### src/inc/rtc_pkg.sv
// Constants, register map and state layout of the real-time timer and alarm unit
// Overview of operation
// RULE1: Crystal-valid status reads invalid for 2 ms after the oscillator is enabled.
// RULE2: 32-bit counter increments once per oscillator cycle while run is 1.
// RULE3: With auto-reset on, counter clears one oscillator cycle after an alarm match.
// RULE4: Writing 1 to the alarm flag control bit enables auto-reset.
// RULE5: Software programs the alarm value one less than the wanted interval.
// RULE6: Set and capture work while the counter keeps running.
// RULE7: Set copies holding registers into counter, then set bit clears to 0.
// RULE8: Capture snapshots counter into holding registers, then capture bit clears.
// RULE9: Six holding registers carry the counter value for set and capture; set and capture here use only the low four, hold[3:0].
// RULE10: Alarm event is raised only on exact 32-bit equality with compare value.
// RULE11: Alarm event serves as interrupt, wake-up and reset source.
// RULE12: Software disables alarm, writes compare value, then re-enables alarm.
// RULE13: Writing alarm enable as 0 clears the alarm event flag; here a match on the same tick keeps the flag set.
// RULE14: Re-enabling without changing compare value matches again only after wrap.
// RULE15: Alarm event flag stays set for at most one oscillator cycle.
// RULE16: Without auto-reset the counter wraps to zero and keeps counting.
// RULE17: Control register sits at offset 0x04.
// RULE18: Control bits 7..0: osc enable, detector enable, fail, run, alarm en, flag, set, capture.
// RULE19: Detector on: fail flag sets if oscillator stays high or low over 100 us.
// RULE20: Flag bit reads alarm event state; writing it only sets auto-reset.
// RULE21: Run 0 stops and holds the counter; run 1 lets it count.
// RULE22: Set and capture act on oscillator cycles; completion then clears the request.
package rtc_pkg;

    localparam int unsigned CLK_HZ = 125_000_000;
    localparam int unsigned BLANK_TIME_MS = 2;
    localparam int unsigned BLANK_CYCLES = BLANK_TIME_MS * (CLK_HZ / 1000);
    localparam int unsigned MISS_TIME_US = 100;
    localparam int unsigned MISS_CYCLES = MISS_TIME_US * (CLK_HZ / 1_000_000);
    localparam int unsigned WAIT_W = 20;

    localparam int unsigned ADDR_W = 8;
    localparam int unsigned HOLD_NUM = 6;
    localparam logic [7:0] CTRL_OFS = 8'h04;
    localparam logic [7:0] HOLD_BASE_OFS = 8'h08;
    localparam logic [7:0] ALARM_OFS = 8'h20;
    localparam logic [7:0] XTAL_OFS = 8'h24;

    localparam int unsigned CTL_CAP_BIT = 0;
    localparam int unsigned CTL_SET_BIT = 1;
    localparam int unsigned CTL_FLAG_BIT = 2;
    localparam int unsigned CTL_AEN_BIT = 3;
    localparam int unsigned CTL_RUN_BIT = 4;
    localparam int unsigned CTL_FAIL_BIT = 5;
    localparam int unsigned CTL_MCEN_BIT = 6;
    localparam int unsigned CTL_OSCEN_BIT = 7;
    localparam int unsigned XTAL_VALID_BIT = 4;

    localparam logic [1:0] RESP_OKAY = 2'h0;
    localparam logic [1:0] RESP_SLVERR = 2'h2;

    typedef struct packed {
        logic osc_en;
        logic mc_en;
        logic fail;
        logic run;
        logic aen;
        logic flag;
        logic autoreset;
        logic set_req;
        logic cap_req;
        logic [HOLD_NUM-1:0][7:0] hold;
        logic [31:0] alarm;
        logic [31:0] timer;
        logic osc_prev;
        logic [WAIT_W-1:0] stall;
        logic [WAIT_W-1:0] blank;
        logic blank_done;
        logic xvalid;
        logic aw_full;
        logic [ADDR_W-1:0] aw_addr;
        logic w_full;
        logic [31:0] w_data;
        logic [3:0] w_strb;
        logic bvalid;
        logic [1:0] bresp;
        logic rvalid;
        logic [31:0] rdata;
        logic [1:0] rresp;
    } state_s;

    // Every control bit, holding byte, compare value and bus flag resets to zero
    localparam state_s STATE_RESET = '0;

endpackage : rtc_pkg

### src/core/rtc_timer_alarm_unit.sv
// Real-time timer with set/capture transfers, equality alarm and oscillator monitors
`timescale 1ns/1ps
module rtc_timer_alarm_unit #(
    parameter int unsigned BLANK_CYCLES = rtc_pkg::BLANK_CYCLES,
    parameter int unsigned MISS_CYCLES = rtc_pkg::MISS_CYCLES
) (
    input wire logic CLK_IN,
    input wire logic SRST_IN,
    input wire logic OSC_IN,
    input wire logic AMP_OK_IN,
    input wire logic [7:0] S_AXI_AWADDR_IN,
    input wire logic S_AXI_AWVALID_IN,
    output logic S_AXI_AWREADY_OUT,
    input wire logic [31:0] S_AXI_WDATA_IN,
    input wire logic [3:0] S_AXI_WSTRB_IN,
    input wire logic S_AXI_WVALID_IN,
    output logic S_AXI_WREADY_OUT,
    output logic [1:0] S_AXI_BRESP_OUT,
    output logic S_AXI_BVALID_OUT,
    input wire logic S_AXI_BREADY_IN,
    input wire logic [7:0] S_AXI_ARADDR_IN,
    input wire logic S_AXI_ARVALID_IN,
    output logic S_AXI_ARREADY_OUT,
    output logic [31:0] S_AXI_RDATA_OUT,
    output logic [1:0] S_AXI_RRESP_OUT,
    output logic S_AXI_RVALID_OUT,
    input wire logic S_AXI_RREADY_IN,
    output logic ALARM_EVENT_OUT,
    output logic OSC_FAIL_OUT,
    output logic OSC_ENABLE_OUT,
    output logic CRYSTAL_VALID_OUT
);

    localparam logic [rtc_pkg::WAIT_W-1:0] BLANK_LAST = rtc_pkg::WAIT_W'(BLANK_CYCLES - 1);
    localparam logic [rtc_pkg::WAIT_W-1:0] MISS_LAST = rtc_pkg::WAIT_W'(MISS_CYCLES);

    rtc_pkg::state_s q;
    rtc_pkg::state_s d;

    ////////////////////////////////////////////////////////////////////////////////
    // Address decode helpers

    function automatic logic is_mapped(input logic [7:0] a);
        logic hit;
        hit = (a == rtc_pkg::CTRL_OFS) || (a == rtc_pkg::ALARM_OFS) ||
              (a == rtc_pkg::XTAL_OFS);
        for (int i = 0; i < int'(rtc_pkg::HOLD_NUM); i++) begin
            if (a == 8'(rtc_pkg::HOLD_BASE_OFS + 8'(4 * i))) begin
                hit = 1'b1;
            end
        end
        return hit;
    endfunction : is_mapped

    function automatic logic [7:0] ctl_image(input rtc_pkg::state_s s);
        logic [7:0] v;
        v = 8'h00;
        v[rtc_pkg::CTL_OSCEN_BIT] = s.osc_en;
        v[rtc_pkg::CTL_MCEN_BIT] = s.mc_en;
        v[rtc_pkg::CTL_FAIL_BIT] = s.fail;
        v[rtc_pkg::CTL_RUN_BIT] = s.run;
        v[rtc_pkg::CTL_AEN_BIT] = s.aen;
        v[rtc_pkg::CTL_FLAG_BIT] = s.flag; // RULE20
        v[rtc_pkg::CTL_SET_BIT] = s.set_req;
        v[rtc_pkg::CTL_CAP_BIT] = s.cap_req;
        return v;
    endfunction : ctl_image

    ////////////////////////////////////////////////////////////////////////////////
    // Next-state logic

    logic tick;
    logic wr_fire;
    logic wr_ctl;
    logic [7:0] wd;
    logic [31:0] next_timer;
    logic [31:0] rd_val;
    logic [7:0] ra;

    always_comb begin
        d = q;
        tick = OSC_IN & ~q.osc_prev;
        wr_fire = q.aw_full & q.w_full & ~q.bvalid;
        wr_ctl = wr_fire & (q.aw_addr == rtc_pkg::CTRL_OFS) & q.w_strb[0];
        wd = q.w_data[7:0];
        next_timer = q.timer;
        rd_val = 32'h0000_0000;
        ra = S_AXI_ARADDR_IN;

        d.osc_prev = OSC_IN;

        // Oscillator tick: the counter domain runs on this one-cycle enable
        if (tick) begin
            if (q.set_req) begin
                next_timer = q.hold[3:0]; // RULE7 RULE9 RULE6
                d.set_req = 1'b0; // RULE22
            end else if (q.flag && q.autoreset) begin
                next_timer = 32'h0000_0000; // RULE3
            end else if (q.run) begin
                next_timer = q.timer + 32'h0000_0001; // RULE2 RULE16 RULE21
            end
            if (q.cap_req) begin
                d.hold[3:0] = q.timer; // RULE8 RULE9 RULE6
                d.cap_req = 1'b0; // RULE22
            end
            d.timer = next_timer;
            // Only a fresh arrival at the compare value counts, so a stopped counter
            // or a re-enable on a passed value never re-fires until the next wrap
            d.flag = q.aen && (next_timer != q.timer) && (next_timer == q.alarm); // RULE10 RULE14 RULE15
        end

        // Missing-clock detector: count system cycles without an oscillator edge
        if (OSC_IN != q.osc_prev) begin
            d.stall = '0;
        end else if (q.stall != MISS_LAST) begin
            d.stall = q.stall + 1'b1;
        end

        // Crystal-valid blanking restarts whenever the oscillator is switched off
        if (!q.osc_en) begin
            d.blank = '0;
            d.blank_done = 1'b0;
        end else if (q.blank == BLANK_LAST) begin
            d.blank_done = 1'b1; // RULE1
        end else begin
            d.blank = q.blank + 1'b1;
        end
        d.xvalid = q.osc_en & q.blank_done & AMP_OK_IN; // RULE1

        // Write address and data are taken in either order
        if (S_AXI_AWVALID_IN && !q.aw_full) begin
            d.aw_full = 1'b1;
            d.aw_addr = S_AXI_AWADDR_IN;
        end
        if (S_AXI_WVALID_IN && !q.w_full) begin
            d.w_full = 1'b1;
            d.w_data = S_AXI_WDATA_IN;
            d.w_strb = S_AXI_WSTRB_IN;
        end
        if (q.bvalid && S_AXI_BREADY_IN) begin
            d.bvalid = 1'b0;
        end
        if (wr_fire) begin
            d.aw_full = 1'b0;
            d.w_full = 1'b0;
            d.bvalid = 1'b1;
            d.bresp = is_mapped(q.aw_addr) ? rtc_pkg::RESP_OKAY : rtc_pkg::RESP_SLVERR;
        end

        // Control register write; requests pending from the tick above are kept
        if (wr_ctl) begin // RULE17 RULE18
            d.osc_en = wd[rtc_pkg::CTL_OSCEN_BIT];
            d.mc_en = wd[rtc_pkg::CTL_MCEN_BIT];
            d.run = wd[rtc_pkg::CTL_RUN_BIT]; // RULE21
            d.aen = wd[rtc_pkg::CTL_AEN_BIT];
            d.autoreset = wd[rtc_pkg::CTL_FLAG_BIT]; // RULE4 RULE20
            if (!wd[rtc_pkg::CTL_FAIL_BIT]) begin
                d.fail = 1'b0;
            end
            if (wd[rtc_pkg::CTL_SET_BIT]) begin
                d.set_req = 1'b1; // RULE7
            end
            if (wd[rtc_pkg::CTL_CAP_BIT]) begin
                d.cap_req = 1'b1; // RULE8
            end
            // A match on this very tick still wins over the disabling write
            if (!wd[rtc_pkg::CTL_AEN_BIT] && !(tick && d.flag)) begin
                d.flag = 1'b0; // RULE13
            end
        end

        // Holding and compare register writes, honouring byte strobes
        if (wr_fire) begin
            for (int i = 0; i < int'(rtc_pkg::HOLD_NUM); i++) begin
                if (q.aw_addr == 8'(rtc_pkg::HOLD_BASE_OFS + 8'(4 * i)) && q.w_strb[0]) begin
                    d.hold[i] = wd; // RULE9
                end
            end
            if (q.aw_addr == rtc_pkg::ALARM_OFS) begin
                for (int b = 0; b < 4; b++) begin
                    if (q.w_strb[b]) begin
                        d.alarm[8*b +: 8] = q.w_data[8*b +: 8];
                    end
                end
            end
        end

        // Fail flag set after the software clear so a same-cycle event wins
        if (q.mc_en && q.stall == MISS_LAST) begin
            d.fail = 1'b1; // RULE19
        end

        // Read channel: one word answered the cycle after the address is taken
        if (q.rvalid && S_AXI_RREADY_IN) begin
            d.rvalid = 1'b0;
        end
        if (S_AXI_ARVALID_IN && !q.rvalid) begin
            if (ra == rtc_pkg::CTRL_OFS) begin
                rd_val = {24'h000000, ctl_image(q)};
            end else if (ra == rtc_pkg::ALARM_OFS) begin
                rd_val = q.alarm;
            end else if (ra == rtc_pkg::XTAL_OFS) begin
                rd_val[rtc_pkg::XTAL_VALID_BIT] = q.xvalid; // RULE1
            end
            for (int i = 0; i < int'(rtc_pkg::HOLD_NUM); i++) begin
                if (ra == 8'(rtc_pkg::HOLD_BASE_OFS + 8'(4 * i))) begin
                    rd_val = {24'h000000, q.hold[i]};
                end
            end
            d.rvalid = 1'b1;
            d.rdata = rd_val;
            d.rresp = is_mapped(ra) ? rtc_pkg::RESP_OKAY : rtc_pkg::RESP_SLVERR;
        end
    end

    always_ff @(posedge CLK_IN) begin
        if (SRST_IN) begin
            q <= rtc_pkg::STATE_RESET;
        end else begin
            q <= d;
        end
    end

    ////////////////////////////////////////////////////////////////////////////////
    // Outputs

    assign S_AXI_AWREADY_OUT = ~q.aw_full;
    assign S_AXI_WREADY_OUT = ~q.w_full;
    assign S_AXI_BVALID_OUT = q.bvalid;
    assign S_AXI_BRESP_OUT = q.bresp;
    assign S_AXI_ARREADY_OUT = ~q.rvalid;
    assign S_AXI_RVALID_OUT = q.rvalid;
    assign S_AXI_RDATA_OUT = q.rdata;
    assign S_AXI_RRESP_OUT = q.rresp;
    // One flag feeds interrupt, wake-up and reset logic outside the block
    assign ALARM_EVENT_OUT = q.flag; // RULE11
    assign OSC_FAIL_OUT = q.fail;
    assign OSC_ENABLE_OUT = q.osc_en;
    assign CRYSTAL_VALID_OUT = q.xvalid;

endmodule : rtc_timer_alarm_unit

### config.mk
export PLATFORM = sky130hd
export DESIGN_NAME = rtc_timer_alarm_unit
export DESIGN_NICKNAME = d
export VERILOG_FILES = /design/src/inc/rtc_pkg.sv /design/src/core/rtc_timer_alarm_unit.sv
export SDC_FILE = /design/constraint.sdc
export NUM_CORES = 1
export LEC_CHECK = 0
export ABC_AREA = 1
export BUFFER_PORTS_ARGS = -buffer_cell sky130_fd_sc_hd__buf_2
export CORE_ASPECT_RATIO = 1.25
export CORE_MARGIN = 3
export CORE_UTILIZATION = 35
export DETAILED_ROUTE_END_ITERATION = 8
export PLACE_DENSITY_LB_ADDON = 0.25
export REMOVE_ABC_BUFFERS = 1
export SLEW_MARGIN = 5
export SYNTH_ARGS = -nofsm -noshare
export SYNTH_HDL_FRONTEND = slang
export SYNTH_SLANG_ARGS = --single-unit
### constraint.sdc
create_clock -name CLK_IN -period 1.95 [get_ports CLK_IN]
set_clock_uncertainty 0.05 [all_clocks]
set_input_delay 0.195 -clock CLK_IN [delete_from_list [all_inputs] [get_ports CLK_IN]]
set_output_delay 0.195 -clock CLK_IN [all_outputs]
set_load 0.02 [all_outputs]
# Word-level counts from Yosys, hierarchy flattened
# Index checks and enable logic that the tools add are counted.
# word_totals
register_bits,248
in_bits,61
out_inout_bits,45
word_cells,170
# op_classes
n_addsub,3
n_eq_ne,25
n_mux,55
bitwise,13
n_reduce_logical,39
# ops
operator,count
$mux W32,14
$eq A8 B5 Y1 const B,8
$mux W64,1
$mux W8,8
$add A20 B1 Y20 const B,2
$mux W35,1
$add A32 B1 Y32 const B,1
$eq A32 B32 Y1,1
$eq A8 B4 Y1 const B,4
$eq A8 B6 Y1 const B,4
$ne A32 B32 Y1,1
$mux W27,1
$mux W1,24
$eq A20 B14 Y1 const B,1
$eq A20 B18 Y1 const B,1
$ne A20 B14 Y1 const B,1
$logic_and A1 B1 Y1,17
$eq A8 B3 Y1 const B,2
$reduce_and A3 Y1,4
$and A1 B1 Y1,7
$mux W7,1
$mux W2,3
$not A1 Y1,6
$reduce_and A2 Y1,3
other kinds (8),19

# Longest topological paths before layout
# Gate-level depths: netlist of run 1.
# depth
word_depth,15
ltp_mapped,18
ltp_nobuf,18

# Worst setup path after synthesis of run 1
# Ideal clock, no wire load.
# synth_path
path_type,register to register
startpoint,reg q[86] (netlist bit)
endpoint,reg q[104] (netlist bit)
setup_ps,142
t_arrival_ps,1821
required_ps,1758
path_slack_ps,-63
path_stages_with_launch,15
n_path_buf,0
synth_period_minus_slack_ps,2013
path_cell_list,dfxtp_1 ha_1 nand3_1 nor2_1 inv_1 nor2_1 inv_1 nor2_1 inv_1 nor2_1 inv_1 nor3_1 nand2_1 nor2_1 nor4_1
# synth_between
elab_chain_len,1
word_cells_on_any_way,2
classes_between,add/sub (1); eq/ne (1)
# synth_rtl
element,line_no,source
"start, declared",rtc_timer_alarm_unit.sv:37,rtc_pkg::state_s q;
"start signal, assigned",rtc_timer_alarm_unit.sv:218,q <= rtc_pkg::STATE_RESET;
$add A20 B1 Y20 or $eq A20 B18 Y1 (tied branches),"rtc_timer_alarm_unit.sv:126, rtc_timer_alarm_unit.sv:123",
# Several ways; a longest one is shown, not always the timed one.
# A chain may end at the register's enable or synchronous reset.

# Worst setup path in the final report of run 1
# layout_path
startpoint,reg q[128] (netlist bit)
endpoint,"reg q, in the netlist ALARM_EVENT_OUT"
# layout_between
elab_chain_len,14
word_cells_on_any_way,15
classes_between,add/sub (1); eq/ne (2); mux (7); reduce/logical (5)
# layout_rtl
element,line_no,source
$add A32 B1 Y32,rtc_timer_alarm_unit.sv:100,next_timer = q.timer + 32'h0000_0001;
$mux W32,rtc_timer_alarm_unit.sv:99,end else if (q.run) begin
$mux W32,rtc_timer_alarm_unit.sv:97,end else if (q.flag && q.autoreset) begin
$mux W32,rtc_timer_alarm_unit.sv:94,if (q.set_req) begin
$mux W32,rtc_timer_alarm_unit.sv:93,if (tick) begin
$ne A32 B32 Y1,rtc_timer_alarm_unit.sv:109,d.flag = q.aen && (next_timer != q.timer) && (next_timer == q.alarm);
$logic_and A1 B1 Y1,rtc_timer_alarm_unit.sv:109,
$logic_and A1 B1 Y1 (*),rtc_timer_alarm_unit.sv:109,
$mux W1 (*),rtc_timer_alarm_unit.sv:93,
$logic_and A1 B1 Y1,rtc_timer_alarm_unit.sv:167,if (!wd[rtc_pkg::CTL_AEN_BIT] && !(tick && d.flag)) begin
$logic_not A1 Y1,rtc_timer_alarm_unit.sv:167,
$logic_and A1 B1 Y1,rtc_timer_alarm_unit.sv:167,
$mux W1,rtc_timer_alarm_unit.sv:167,
$mux W7 (*),rtc_timer_alarm_unit.sv:151,if (wr_ctl) begin
# Mark *: on every way between the ends. The rest lies on a longest branch, timed or not. The select of a mux whose other input is x is not followed.

==> run_results.csv, run 1 <==
group,metric,value,unit
drt,routedWlPerCell,16.4,um
clocking,clockRootBuffer,"sky130_fd_sc_hd__clkbuf_16",
finish,final_net_count,2258,
timing,post-route-period-util,1.17,
clocking,max-clock-path-buffers,3,
finish,layout-area-overhead-vs-synth,33.9,%
clocking,cts_tree,"yes",
clocking,insertion_delay,0.56,ns
yosys,number_of_synthesized_flops_with_an_enable_pin,0,
clocking,path_clk_slew,0.07,ns
floorplanning,chipWidth,177,um
yosys,post_synth_instance_area,12700,sq um
global_routing,grt_antenna_before_repair,0,
timing,layout_setup_ws,-0.335,ns
drt,route.top_layer_used,"met4",
placement,gpl.final_weighted_congestion,0.957,
global_routing,grt_util_all_layers,0.220,
worst_setup_path,worstSetupEndpointType,"register",
floorplanning,die_h,219,um
clocking,numCtsBuffers,27,
placement,numPortBuffers,103,
hold_path,min-delay-start,"SRST_IN",
floorplanning,ioPinCount,106,
drt,drt_pass1_iterations,5,
outcome,run_status,"finished, violations left",
timing,final_critical_period,2.29,ns
global_routing,grt_first_pass_wirelength,67800,um
timing,rsz_0062_raised_after_global_routing,"yes",
hold_path,holdPathStages,4,
yosys,yosys_warn_count,0,
floorplanning,core-area,35600,sq um
floorplanning,fp_rows,77,
floorplanning,effective_utilization_at_floorplan,0.358,
power_and_ir_drop,power_per_standard_cell_area,710,nW/um^2
finish,fillers,3631,
worst_setup_path,path_class,"reg -> reg",
worst_setup_path,slowest_cell_on_the_critical_path,"sky130_fd_sc_hd__dfxtp_4",
global_routing,number_of_global_route_vias_before_repair,12700,
hold_path,worstHoldPathType,"in -> reg",
power_and_ir_drop,power.total,12100,uW
yosys,syn-instance-count,1908,
drt,wirelength,43900,um
drt,vias_per_cell,5.01,
drt,met1_wl,18400,um
timing,report.final.hold_viol_count,0,
worst_setup_path,start_kind,"register",
worst_setup_path,worst_path_largest_cell_delay,0.37,ns
yosys,syn_area_per_cell,6.68,sq um
finish,fin_area,17100,sq um
worst_setup_path,cp_max_fo,5,
yosys,ys_types,45,
worst_setup_path,required,2.35,ns
global_routing,globalRoute.totalOverflow,0,
power_and_ir_drop,power.ir.vdd_worst,773,uV
finish,drive_gt1_frac,0.248,
job,cap_violations,0,
drt,met2RoutedLength,21400,um
worst_setup_path,worst-r2r-cell-count,16,
clocking,cts-htree-levels,1,
worst_setup_path,cp.arrival,2.68,ns
yosys,synthFlopType,"sky130_fd_sc_hd__dfxtp_1",
timing,report.final.slew_viol_count,0,
placement,post_dp_cell_area,14800,sq um
clocking,clock_sink_count,246,
worst_setup_path,rr_startpoint,"q[128]",
drt,drt.antenna.violating_nets,0,
drt,dr.first_iter.drc_count,881,
worst_setup_path,worstPathCellList,"buf_6 -> nand2_4 -> nor2_4 -> nand2_4 -> buf_6 -> nor2_4 -> buf_4 -> nand4_1 -> nand3_2 -> nand3_1 -> a21oi_1 -> nand3_1 -> nor2_1 -> nand3_1 -> nand2_1 -> a21oi_2",
worst_setup_path,setup.worst_path.start,"q[128]",
finish,multi_input_area,6950,sq um
yosys,synth-seq-area-share,0.386,
finish,area.sequential,4970,sq um
worst_setup_path,crit_path_frequent_cell,"sky130_fd_sc_hd__nand3_1",
power_and_ir_drop,power.leakage,0.00742,uW
yosys,synth.ff_latch_count,246,
outcome,violated_checks,"negative setup slack",
drt,detailroute.via_count,13500,
timing,hold-worst-slack,0.129,ns
drt,route.detailed.drc,0,
floorplanning,die_area,38800,sq um
global_routing,grt_max_degree,75,
timing,setup-tns-final,-0.335,ns
timing,finalSetupViolCount,1,
placement,post_dp_hpwl,31900,um
finish,antenna_cells_inserted,0,
yosys,synth-async-reset-ratio,0,
timing,timing.fmax,438,MHz
drt,wl_met3,1810,um
-- flip-flops by register name, summed over array words and instances (netlist names) --
name               count
ALARM_EVENT_OUT        1
q                    206
CRYSTAL_VALID_OUT      1
S_AXI_BRESP_OUT        1
S_AXI_BVALID_OUT       1
S_AXI_RRESP_OUT        1
S_AXI_RVALID_OUT       1
S_AXI_RDATA_OUT       32
OSC_FAIL_OUT           1
OSC_ENABLE_OUT         1
-- cells in the mapped netlist, types with 2 or more instances --
cell                       count  area, sq um
sky130_fd_sc_hd__a211oi_1     20          150
sky130_fd_sc_hd__a21oi_1     209         1050
sky130_fd_sc_hd__a221oi_1      6         52.6
sky130_fd_sc_hd__buf_1         2         7.51
sky130_fd_sc_hd__buf_2        12         60.1
sky130_fd_sc_hd__buf_4        37          278
sky130_fd_sc_hd__clkbuf_1     57          214
sky130_fd_sc_hd__clkinv_1      4         15.0
sky130_fd_sc_hd__dfxtp_1     246         4920
sky130_fd_sc_hd__ha_1          5         62.6
sky130_fd_sc_hd__inv_1       220          826
sky130_fd_sc_hd__nand2_1     432         1620
sky130_fd_sc_hd__nand2_2       9         56.3
sky130_fd_sc_hd__nand3_1     146          731
sky130_fd_sc_hd__nand3_2       7         70.1
sky130_fd_sc_hd__nand3b_1      6         45.0
sky130_fd_sc_hd__nand4_1      22          138
sky130_fd_sc_hd__nor2_1      163          612
sky130_fd_sc_hd__nor2_2        5         31.3
sky130_fd_sc_hd__nor2_4        4         45.0
sky130_fd_sc_hd__nor2_8        2         40.0
sky130_fd_sc_hd__nor3_1       32          160
sky130_fd_sc_hd__nor3_2        2         20.0
sky130_fd_sc_hd__nor3b_1       4         30.0
sky130_fd_sc_hd__nor4_1        5         31.3
sky130_fd_sc_hd__nor4_4        5          106
sky130_fd_sc_hd__o211a_1       2         20.0
sky130_fd_sc_hd__o211ai_1      6         45.0
sky130_fd_sc_hd__o21a_1        4         30.0
sky130_fd_sc_hd__o21ai_0     202         1010
sky130_fd_sc_hd__xnor2_1       5         43.8
sky130_fd_sc_hd__xor2_1       14          123
-- worst max-delay path, delay by kind of cell (launching register included) --
family / cells / cell delay (ns)
flops: 1 / 0.37
buf+inv: 3 / 0.41
simple gates: 11 / 1.15
compound gates: 2 / 0.21
-- where the power goes --
part	internal, uW	leakage (uW)	switching (uW)	total (uW)
sequential	5170	0.00201	95.3	5270
combinational	564	0.00495	876	1440
clock	3130	0.000459	2280	5410
-- kinds of logic (layout without fill, tap and decap cells) --
| group | after synthesis | in the layout | synth area share |
|---|---|---|---|
| AND/OR/NAND/NOR | 848 | 849 | 0.296 |
| other | 1 | 2 | 0.000294 |
| XOR/XNOR | 19 | 19 | 0.0131 |
| buffers and inverters | 333 | 635 | 0.110 |
| adder cells (fa/ha/maj) | 5 | 5 | 0.00491 |
| AO/OA/AOI/OAI | 456 | 456 | 0.189 |
| flip-flops | 246 | 246 | 0.386 |
-- area by class of cell --
class                      count  share of cell area
clock buffer                  36              0.0462
multi-input combinational   1331               0.407
sequential                   246               0.291
clock inverter                13             0.00828
tap                          474              0.0347
timing repair buffer         361               0.163
inverter                     225              0.0497
-- layer usage --
metal	vias to the layer above	track usage
met3	107	0.0199
li1	6820	-
met4	0	0.111
met2	351	0.388
met5	-	0
met1	6182	0.266
-- worst paths after layout --
kind	to	slack, ns
setup / recovery	ALARM_EVENT_OUT	-0.34
hold / removal	q[192]	0.13
setup reg to reg	ALARM_EVENT_OUT	-0.34
hold reg to reg	CRYSTAL_VALID_OUT	0.39
-- stage by stage --
| step | cells | utilization | setup slack (ns) |
|---|---|---|---|
| final | 2686 | 0.479 | -0.335 |
| after CTS | 2665 | 0.466 | -0.268 |
| after floorplan | 1801 | - | -0.563 |
| after global routing | 2686 | 0.479 | -0.487 |
| after global placement | 2557 | 0.416 | -0.484 |
| after detailed placement | 2557 | 0.416 | -0.493 |
-- layout by cell type (no fill, tap or decap), types with 6 or more instances in the layout --
master / count
sky130_fd_sc_hd__nand2_1: 403
sky130_fd_sc_hd__dfxtp_1: 218
sky130_fd_sc_hd__a21oi_1: 209
sky130_fd_sc_hd__inv_1: 206
sky130_fd_sc_hd__o21ai_0: 193
sky130_fd_sc_hd__buf_4: 189
sky130_fd_sc_hd__nor2_1: 124
sky130_fd_sc_hd__nand3_1: 124
sky130_fd_sc_hd__buf_2: 102
sky130_fd_sc_hd__dlygate4sd3_1: 50
sky130_fd_sc_hd__nand2_2: 34
sky130_fd_sc_hd__nor2_2: 29
sky130_fd_sc_hd__clkbuf_16: 27
sky130_fd_sc_hd__nand3_2: 26
sky130_fd_sc_hd__dfxtp_2: 23
sky130_fd_sc_hd__nor3_1: 23
sky130_fd_sc_hd__nand4_1: 22
sky130_fd_sc_hd__a211oi_1: 20
sky130_fd_sc_hd__nor2_4: 20
sky130_fd_sc_hd__inv_2: 14
sky130_fd_sc_hd__xor2_1: 14
sky130_fd_sc_hd__buf_12: 14
sky130_fd_sc_hd__nor3_2: 8
sky130_fd_sc_hd__clkbuf_8: 8
sky130_fd_sc_hd__o211ai_1: 6
sky130_fd_sc_hd__a221oi_1: 6
sky130_fd_sc_hd__nand3b_1: 6
sky130_fd_sc_hd__o21ai_1: 6
sky130_fd_sc_hd__buf_6: 6
-- repair_timing --
item,4_1_cts,5_1_grt
setup buffers,8,21
pin swaps,37,56
cloned,1,0
hold endpoints to repair,50,0
hold buffers,50,0
setup endpoints to repair,14,94
resized for setup,97,97
Power figures use the tool's default switching activity.
==> run 2, diff against run 1 <==
- PLACE_DENSITY_LB_ADDON: 0.25 -> default
==> run 2 against run 1 <==
  * The flow still finishes with violations (negative setup slack)
  * Routed wire length down 2.2%
  * Clock power down 3%
  * Largest cell class unchanged
  * Critical path depth rose by 1
  * Flip-flop and latch count is the same
  * First-iteration DRC count grew 4.2%
  * Clock-buffer cell count is 1 lower
  * Via count grew 0.83%
  * Cell area is 0.81% lower
  * Total power fell by 1.3%
  * Cell count is 0.74% lower
  * Maximum frequency rose by 0.11%
  * Combinational power about the same
==> run_results.csv, run 2 (synthesized netlist as in run 1, its figures left out) <==
group,metric,value,unit
timing,final_critical_period,2.28,ns
timing,hold-worst-slack,0.0237,ns
hold_path,min-delay-start,"SRST_IN",
finish,fin_area,16900,sq um
hold_path,holdPathStages,4,
power_and_ir_drop,power.leakage,0.00731,uW
timing,timing.fmax,438,MHz
finish,largest_reg_flops,206,
finish,final_cell_count_no_fill,2666,
floorplanning,chipWidth,177,um
clocking,max-clock-path-buffers,3,
clocking,clock_sink_count,246,
finish,layout-area-overhead-vs-synth,32.9,%
drt,route.top_layer_used,"met4",
placement,post_dp_hpwl,31500,um
worst_setup_path,cp_max_fo,5,
drt,dr.first_iter.drc_count,918,
floorplanning,effective_utilization_at_floorplan,0.358,
clocking,cts_tree,"yes",
finish,final_net_count,2239,
drt,met2RoutedLength,21700,um
global_routing,grt_first_pass_wirelength,68100,um
floorplanning,die_h,219,um
finish,leading_cell_types_in_the_layout_fill_and_taps_excluded,"404 x sky130_fd_sc_hd__nand2_1, 227 x sky130_fd_sc_hd__dfxtp_1, 207 x sky130_fd_sc_hd__a21oi_1",
drt,routedWlPerCell,16.1,um
global_routing,grt_util_all_layers,0.218,
job,cap_violations,0,
placement,gpl.final_weighted_congestion,0.990,
floorplanning,die_area,38800,sq um
clocking,numCtsBuffers,27,
finish,drive_gt1_frac,0.236,
floorplanning,core-area,35600,sq um
finish,antenna_cells_inserted,0,
placement,post_dp_cell_area,14700,sq um
worst_setup_path,start_kind,"register",
worst_setup_path,required,2.39,ns
worst_setup_path,worst-r2r-cell-count,17,
clocking,cts-htree-levels,1,
worst_setup_path,path_class,"reg -> reg",
drt,vias_per_cell,5.09,
outcome,violated_checks,"negative setup slack",
clocking,clockRootBuffer,"sky130_fd_sc_hd__clkbuf_16",
finish,layout_commonest_cell,"sky130_fd_sc_hd__nand2_1",
timing,layout_setup_ws,-0.333,ns
global_routing,number_of_global_route_vias_before_repair,12900,
timing,report.final.slew_viol_count,0,
timing,post-route-period-util,1.17,
floorplanning,ioPinCount,106,
drt,wl_met3,1950,um
hold_path,whs_endpoint,"q[143]",
drt,wirelength,43000,um
global_routing,grt_max_degree,89,
drt,drt_pass1_iterations,6,
floorplanning,fp_rows,77,
timing,relSlewSlack,0.664,
worst_setup_path,worstSetupEndpointType,"register",
timing,report.final.hold_viol_count,0,
power_and_ir_drop,power.ir.vdd_worst,695,uV
worst_setup_path,r2r_slack,-0.33,ns
worst_setup_path,cp.arrival,2.72,ns
power_and_ir_drop,power.total,12000,uW
clocking,path_clk_slew,0.06,ns
outcome,run_status,"finished, violations left",
global_routing,globalRoute.totalOverflow,0,
hold_path,worstHoldPathType,"in -> reg",
finish,registers.top_by_ff_count,"q",
timing,finalSetupViolCount,1,
drt,detailroute.via_count,13600,
global_routing,grt_antenna_before_repair,0,
placement,numPortBuffers,103,
placement,placedCellCount,2538,
drt,drt.antenna.violating_nets,0,
timing,max_slew.worst_pin.slew,0.503,ns
clocking,insertion_delay,0.57,ns
worst_setup_path,reg2reg_to,"ALARM_EVENT_OUT",
timing,setup-tns-final,-0.333,ns
worst_setup_path,rr_startpoint,"q[127]",
drt,met1_wl,17600,um
drt,route.detailed.drc,0,
timing,rsz_0062_raised_after_global_routing,"yes",
power_and_ir_drop,power_per_standard_cell_area,706,nW/um^2
==> run 2: changes by cell type in the layout (fill, tap and decap cells not counted), moves of 3 or more <==
cell	previous run	this run
sky130_fd_sc_hd__nor2_2	29	20
sky130_fd_sc_hd__clkbuf_8	8	3
sky130_fd_sc_hd__dfxtp_4	5	2
sky130_fd_sc_hd__dfxtp_1	218	227
sky130_fd_sc_hd__clkbuf_1	1	5
sky130_fd_sc_hd__nand3_2	26	31
sky130_fd_sc_hd__inv_1	206	202
sky130_fd_sc_hd__buf_4	189	167
sky130_fd_sc_hd__o21ai_0	193	196
sky130_fd_sc_hd__nor2_1	124	134
sky130_fd_sc_hd__nand3_1	124	118
sky130_fd_sc_hd__inv_2	14	17
sky130_fd_sc_hd__dfxtp_2	23	17
sky130_fd_sc_hd__buf_6	6	10
==> run 2: report_power, final <==
part | internal, uW | leakage (uW) | switching (uW) | total (uW)
clock network | 3070 | 0.000433 | 2200 | 5270
logic | 551 | 0.00487 | 873 | 1420
registers | 5170 | 0.00201 | 90.7 | 5260
total | 8800 | 0.00731 | 3160 | 12000
==> run 2: worst max path at each step <==
stage                    startpoint         endpoint  slack (ns)  cells after the start
floorplan                    q[240]  ALARM_EVENT_OUT       -0.56                     16
global placement    ALARM_EVENT_OUT  ALARM_EVENT_OUT       -0.60                     16
detailed placement           q[127]  ALARM_EVENT_OUT       -0.63                     18
CTS                          q[128]  ALARM_EVENT_OUT       -0.31                     18
global route                 q[127]  ALARM_EVENT_OUT       -0.48                     17
finish                       q[127]  ALARM_EVENT_OUT       -0.33                     17
==> run 2: final cells by class <==
cell class | instances | area [sq um]
multi-input cells | 1330 | 6970
repair buffers | 343 | 2660
well taps | 474 | 593
flip-flops and latches | 246 | 4950
clock buffers | 35 | 736
clock inverters | 13 | 169
fillers | 3619 | 18700
inverters | 225 | 850
==> run 2: metal layers <==
layer,track usage,vias to the layer above
met5,0,-
met4,0.0857,0
met3,0.0247,106
met2,0.393,346
met1,0.264,6333
li1,-,6787
==> run 2: critical path: stages, from the launching register on <==
cell                      delay [ns]
sky130_fd_sc_hd__dfxtp_2        0.35
sky130_fd_sc_hd__ha_4           0.18
sky130_fd_sc_hd__nand2_4        0.07
sky130_fd_sc_hd__nor2_4         0.13
sky130_fd_sc_hd__nand2_4        0.08
sky130_fd_sc_hd__nor2_4         0.21
sky130_fd_sc_hd__nand3_2        0.12
sky130_fd_sc_hd__nor2_1         0.11
sky130_fd_sc_hd__nand2_1        0.06
sky130_fd_sc_hd__nand3_2        0.08
sky130_fd_sc_hd__nand2_2        0.06
sky130_fd_sc_hd__nand2_1        0.07
sky130_fd_sc_hd__nand2_1        0.06
sky130_fd_sc_hd__nor2_2         0.15
sky130_fd_sc_hd__nand3_1        0.11
sky130_fd_sc_hd__nor2_1         0.09
sky130_fd_sc_hd__nand2_1        0.08
sky130_fd_sc_hd__a21oi_2        0.12
==> run 2: repair_timing <==
item	4_1_cts	5_1_grt
gates resized for setup	100	89
buffers inserted	19	13
cloned	0	1
pin swaps	38	55
hold buffers	50	0
hold endpoints to repair	50	0
setup endpoints to repair	12	97
==> run 2: stage by stage <==
stage / worst slack, ns / util
6_report: -0.333 / 0.475
5_1_grt: -0.480 / 0.475
4_1_cts: -0.312 / 0.464
3_5_place_dp: -0.627 / 0.412
3_3_place_gp: -0.604 / 0.412
2_1_floorplan: -0.563 / -
==> run 3, diff against run 2 <==
- RECOVER_POWER: default -> 25
==> run 3 against run 2 <==
  * Largest power group unchanged
  * Die area is the same
  * Sequential share of layout area rose by 0.13 points
  * Hold slack improved by 0.0031 ns
  * Worst setup slack improved by 0.0096 ns
  * The flow still finishes with violations (negative setup slack)
  * Cell area is 0.46% lower
  * Cell count stayed put
  * Clock-buffer cell count stayed put
==> run_results.csv, run 3 (synthesized netlist as in run 1, its figures left out) <==
group,metric,value,unit
global_routing,grt_first_pass_wirelength,68100,um
clocking,clockRootBuffer,"sky130_fd_sc_hd__clkbuf_16",
timing,rsz_0062_raised_after_global_routing,"yes",
outcome,run_status,"finished, violations left",
timing,timing.fmax,440,MHz
finish,registers.top_by_ff_count,"q",
hold_path,holdPathStages,4,
placement,placedCellCount,2538,
timing,final_critical_period,2.27,ns
timing,layout_setup_ws,-0.323,ns
worst_setup_path,path_class,"reg -> reg",
floorplanning,ioPinCount,106,
finish,post-route-util,0.473,
placement,post_dp_hpwl,31500,um
hold_path,worstHoldPathType,"in -> reg",
clocking,cts-htree-levels,1,
finish,leading_cell_types_in_the_layout_fill_and_taps_excluded,"404 x sky130_fd_sc_hd__nand2_1, 227 x sky130_fd_sc_hd__dfxtp_1, 207 x sky130_fd_sc_hd__a21oi_1",
worst_setup_path,reg2reg_to,"ALARM_EVENT_OUT",
timing,max_slew.worst_pin.slew,0.652,ns
global_routing,grt_antenna_before_repair,0,
drt,vias_per_cell,5.08,
finish,fillers,3646,
finish,final_cell_count_no_fill,2666,
finish,layout_commonest_cell,"sky130_fd_sc_hd__nand2_1",
global_routing,grt_max_degree,89,
timing,finalSetupViolCount,1,
finish,final_net_count,2239,
global_routing,grt_util_all_layers,0.218,
placement,dp_worst_setup_slack,-0.627,ns
timing,report.final.slew_viol_count,0,
worst_setup_path,crit_path_frequent_cell,"sky130_fd_sc_hd__nand2_1",
timing,setup-tns-final,-0.323,ns
finish,antenna_cells_inserted,0,
clocking,numCtsBuffers,27,
drt,routedWlPerCell,16.1,um
worst_setup_path,rr_startpoint,"q[127]",
worst_setup_path,worst_path_largest_cell_delay,0.35,ns
worst_setup_path,cp_max_fo,5,
power_and_ir_drop,power_per_standard_cell_area,709,nW/um^2
timing,relSlewSlack,0.566,
worst_setup_path,r2r_slack,-0.32,ns
worst_setup_path,cp.depth,17,
floorplanning,fp_rows,77,
global_routing,globalRoute.totalOverflow,0,
drt,route.detailed.drc,0,
worst_setup_path,worst-r2r-cell-count,17,
floorplanning,chipWidth,177,um
clocking,clock_sink_count,246,
floorplanning,die_h,219,um
global_routing,number_of_global_route_vias_before_repair,12900,
worst_setup_path,required,2.39,ns
timing,report.final.hold_viol_count,0,
finish,drive_gt1_frac,0.216,
hold_path,whs_endpoint,"q[143]",
power_and_ir_drop,power.leakage,0.00713,uW
worst_setup_path,slowest_cell_on_the_critical_path,"sky130_fd_sc_hd__dfxtp_2",
worst_setup_path,worst_path_dominant_cell_family,"simple AND/OR/NAND/NOR gates",
worst_setup_path,worstSetupEndpointType,"register",
worst_setup_path,critPathBufInv,0,
clocking,cts_tree,"yes",
outcome,violated_checks,"negative setup slack",
placement,numPortBuffers,103,
floorplanning,effective_utilization_at_floorplan,0.358,
drt,dr.first_iter.drc_count,995,
clocking,path_clk_slew,0.07,ns
placement,gpl.final_weighted_congestion,0.990,
job,cap_violations,0,
clocking,insertion_delay,0.57,ns
power_and_ir_drop,power.ir.vdd_worst,694,uV
worst_setup_path,start_kind,"register",
clocking,max-clock-path-buffers,3,
finish,largest_reg_flops,206,
hold_path,min-delay-start,"SRST_IN",
drt,drt_pass1_iterations,7,
drt,wirelength,43000,um
floorplanning,core-area,35600,sq um
worst_setup_path,cp.arrival,2.71,ns
finish,layout-area-overhead-vs-synth,32.3,%
drt,detailroute.via_count,13500,
worst_setup_path,worstPathCellList,"ha_4 -> nand2_4 -> nor2_4 -> nand2_4 -> nor2_4 -> nand3_2 -> nor2_1 -> nand2_1 -> nand3_2 -> nand2_2 -> nand2_1 -> nand2_1 -> nor2_2 -> nand3_1 -> nor2_1 -> nand2_1 -> a21oi_2",
drt,drt.antenna.violating_nets,0,
timing,hold-worst-slack,0.0269,ns
floorplanning,die_area,38800,sq um
timing,post-route-period-util,1.17,
## run 3: area by class of cell
cell class | count | area [sq um] | area share
Sequential cell | 246 | 4950 | 0.294
Inverter | 225 | 850 | 0.0504
Timing Repair Buffer | 343 | 2590 | 0.154
Clock inverter | 13 | 169 | 0.0100
Tap cell | 474 | 593 | 0.0352
Multi-Input combinational cell | 1330 | 6970 | 0.413
Clock buffer | 35 | 736 | 0.0436
## run 3: how the worst max path moves through the flow
| stage | to | startpoint |
|---|---|---|
| detailed placement | ALARM_EVENT_OUT | q[127] |
| global placement | ALARM_EVENT_OUT | ALARM_EVENT_OUT |
| finish | ALARM_EVENT_OUT | q[127] |
| CTS | ALARM_EVENT_OUT | q[128] |
| floorplan | ALARM_EVENT_OUT | q[240] |
| global route | ALARM_EVENT_OUT | q[127] |
## run 3: power breakdown
| part | leakage [uW] | internal [uW] | total, uW | switching (uW) |
|---|---|---|---|---|
| clock | 0.000433 | 3070 | 5270 | 2200 |
| sequential | 0.00201 | 5170 | 5260 | 90.8 |
| combinational | 0.00469 | 542 | 1410 | 870 |
| total | 0.00713 | 8790 | 11900 | 3160 |
## run 3: metal layers
metal	track usage	vias up	part of all wire
met5	0	-	0
met4	0.0857	0	0.042
met3	0.0247	110	0.047
met2	0.393	339	0.50
met1	0.264	6321	0.41
li1	-	6775	-
## run 3: tightest hold or removal path, cell delays in order
cell,delay (ns)
sky130_fd_sc_hd__buf_4,0.22
sky130_fd_sc_hd__a21oi_1,0.06
sky130_fd_sc_hd__o21ai_0,0.07
sky130_fd_sc_hd__inv_1,0.04
## run 3: timing repair
item | CTS | global route
endpoints found under the hold margin | 50 | 0
setup buffers | 19 | 13
endpoints found under the setup margin | 12 | 97
pin swaps | 38 | 55
hold buffers | 50 | 0
gates cloned | 0 | 1
resized for setup | 100 | 89
## run 3: metrics by stage
step / power (uW) / area, sq um
2_1_floorplan: 6040 / 12200
3_3_place_gp: 6630 / 14700
3_5_place_dp: 6640 / 14700
4_1_cts: 12000 / 16500
5_1_grt: 12400 / 16900
6_report: 11900 / 16900
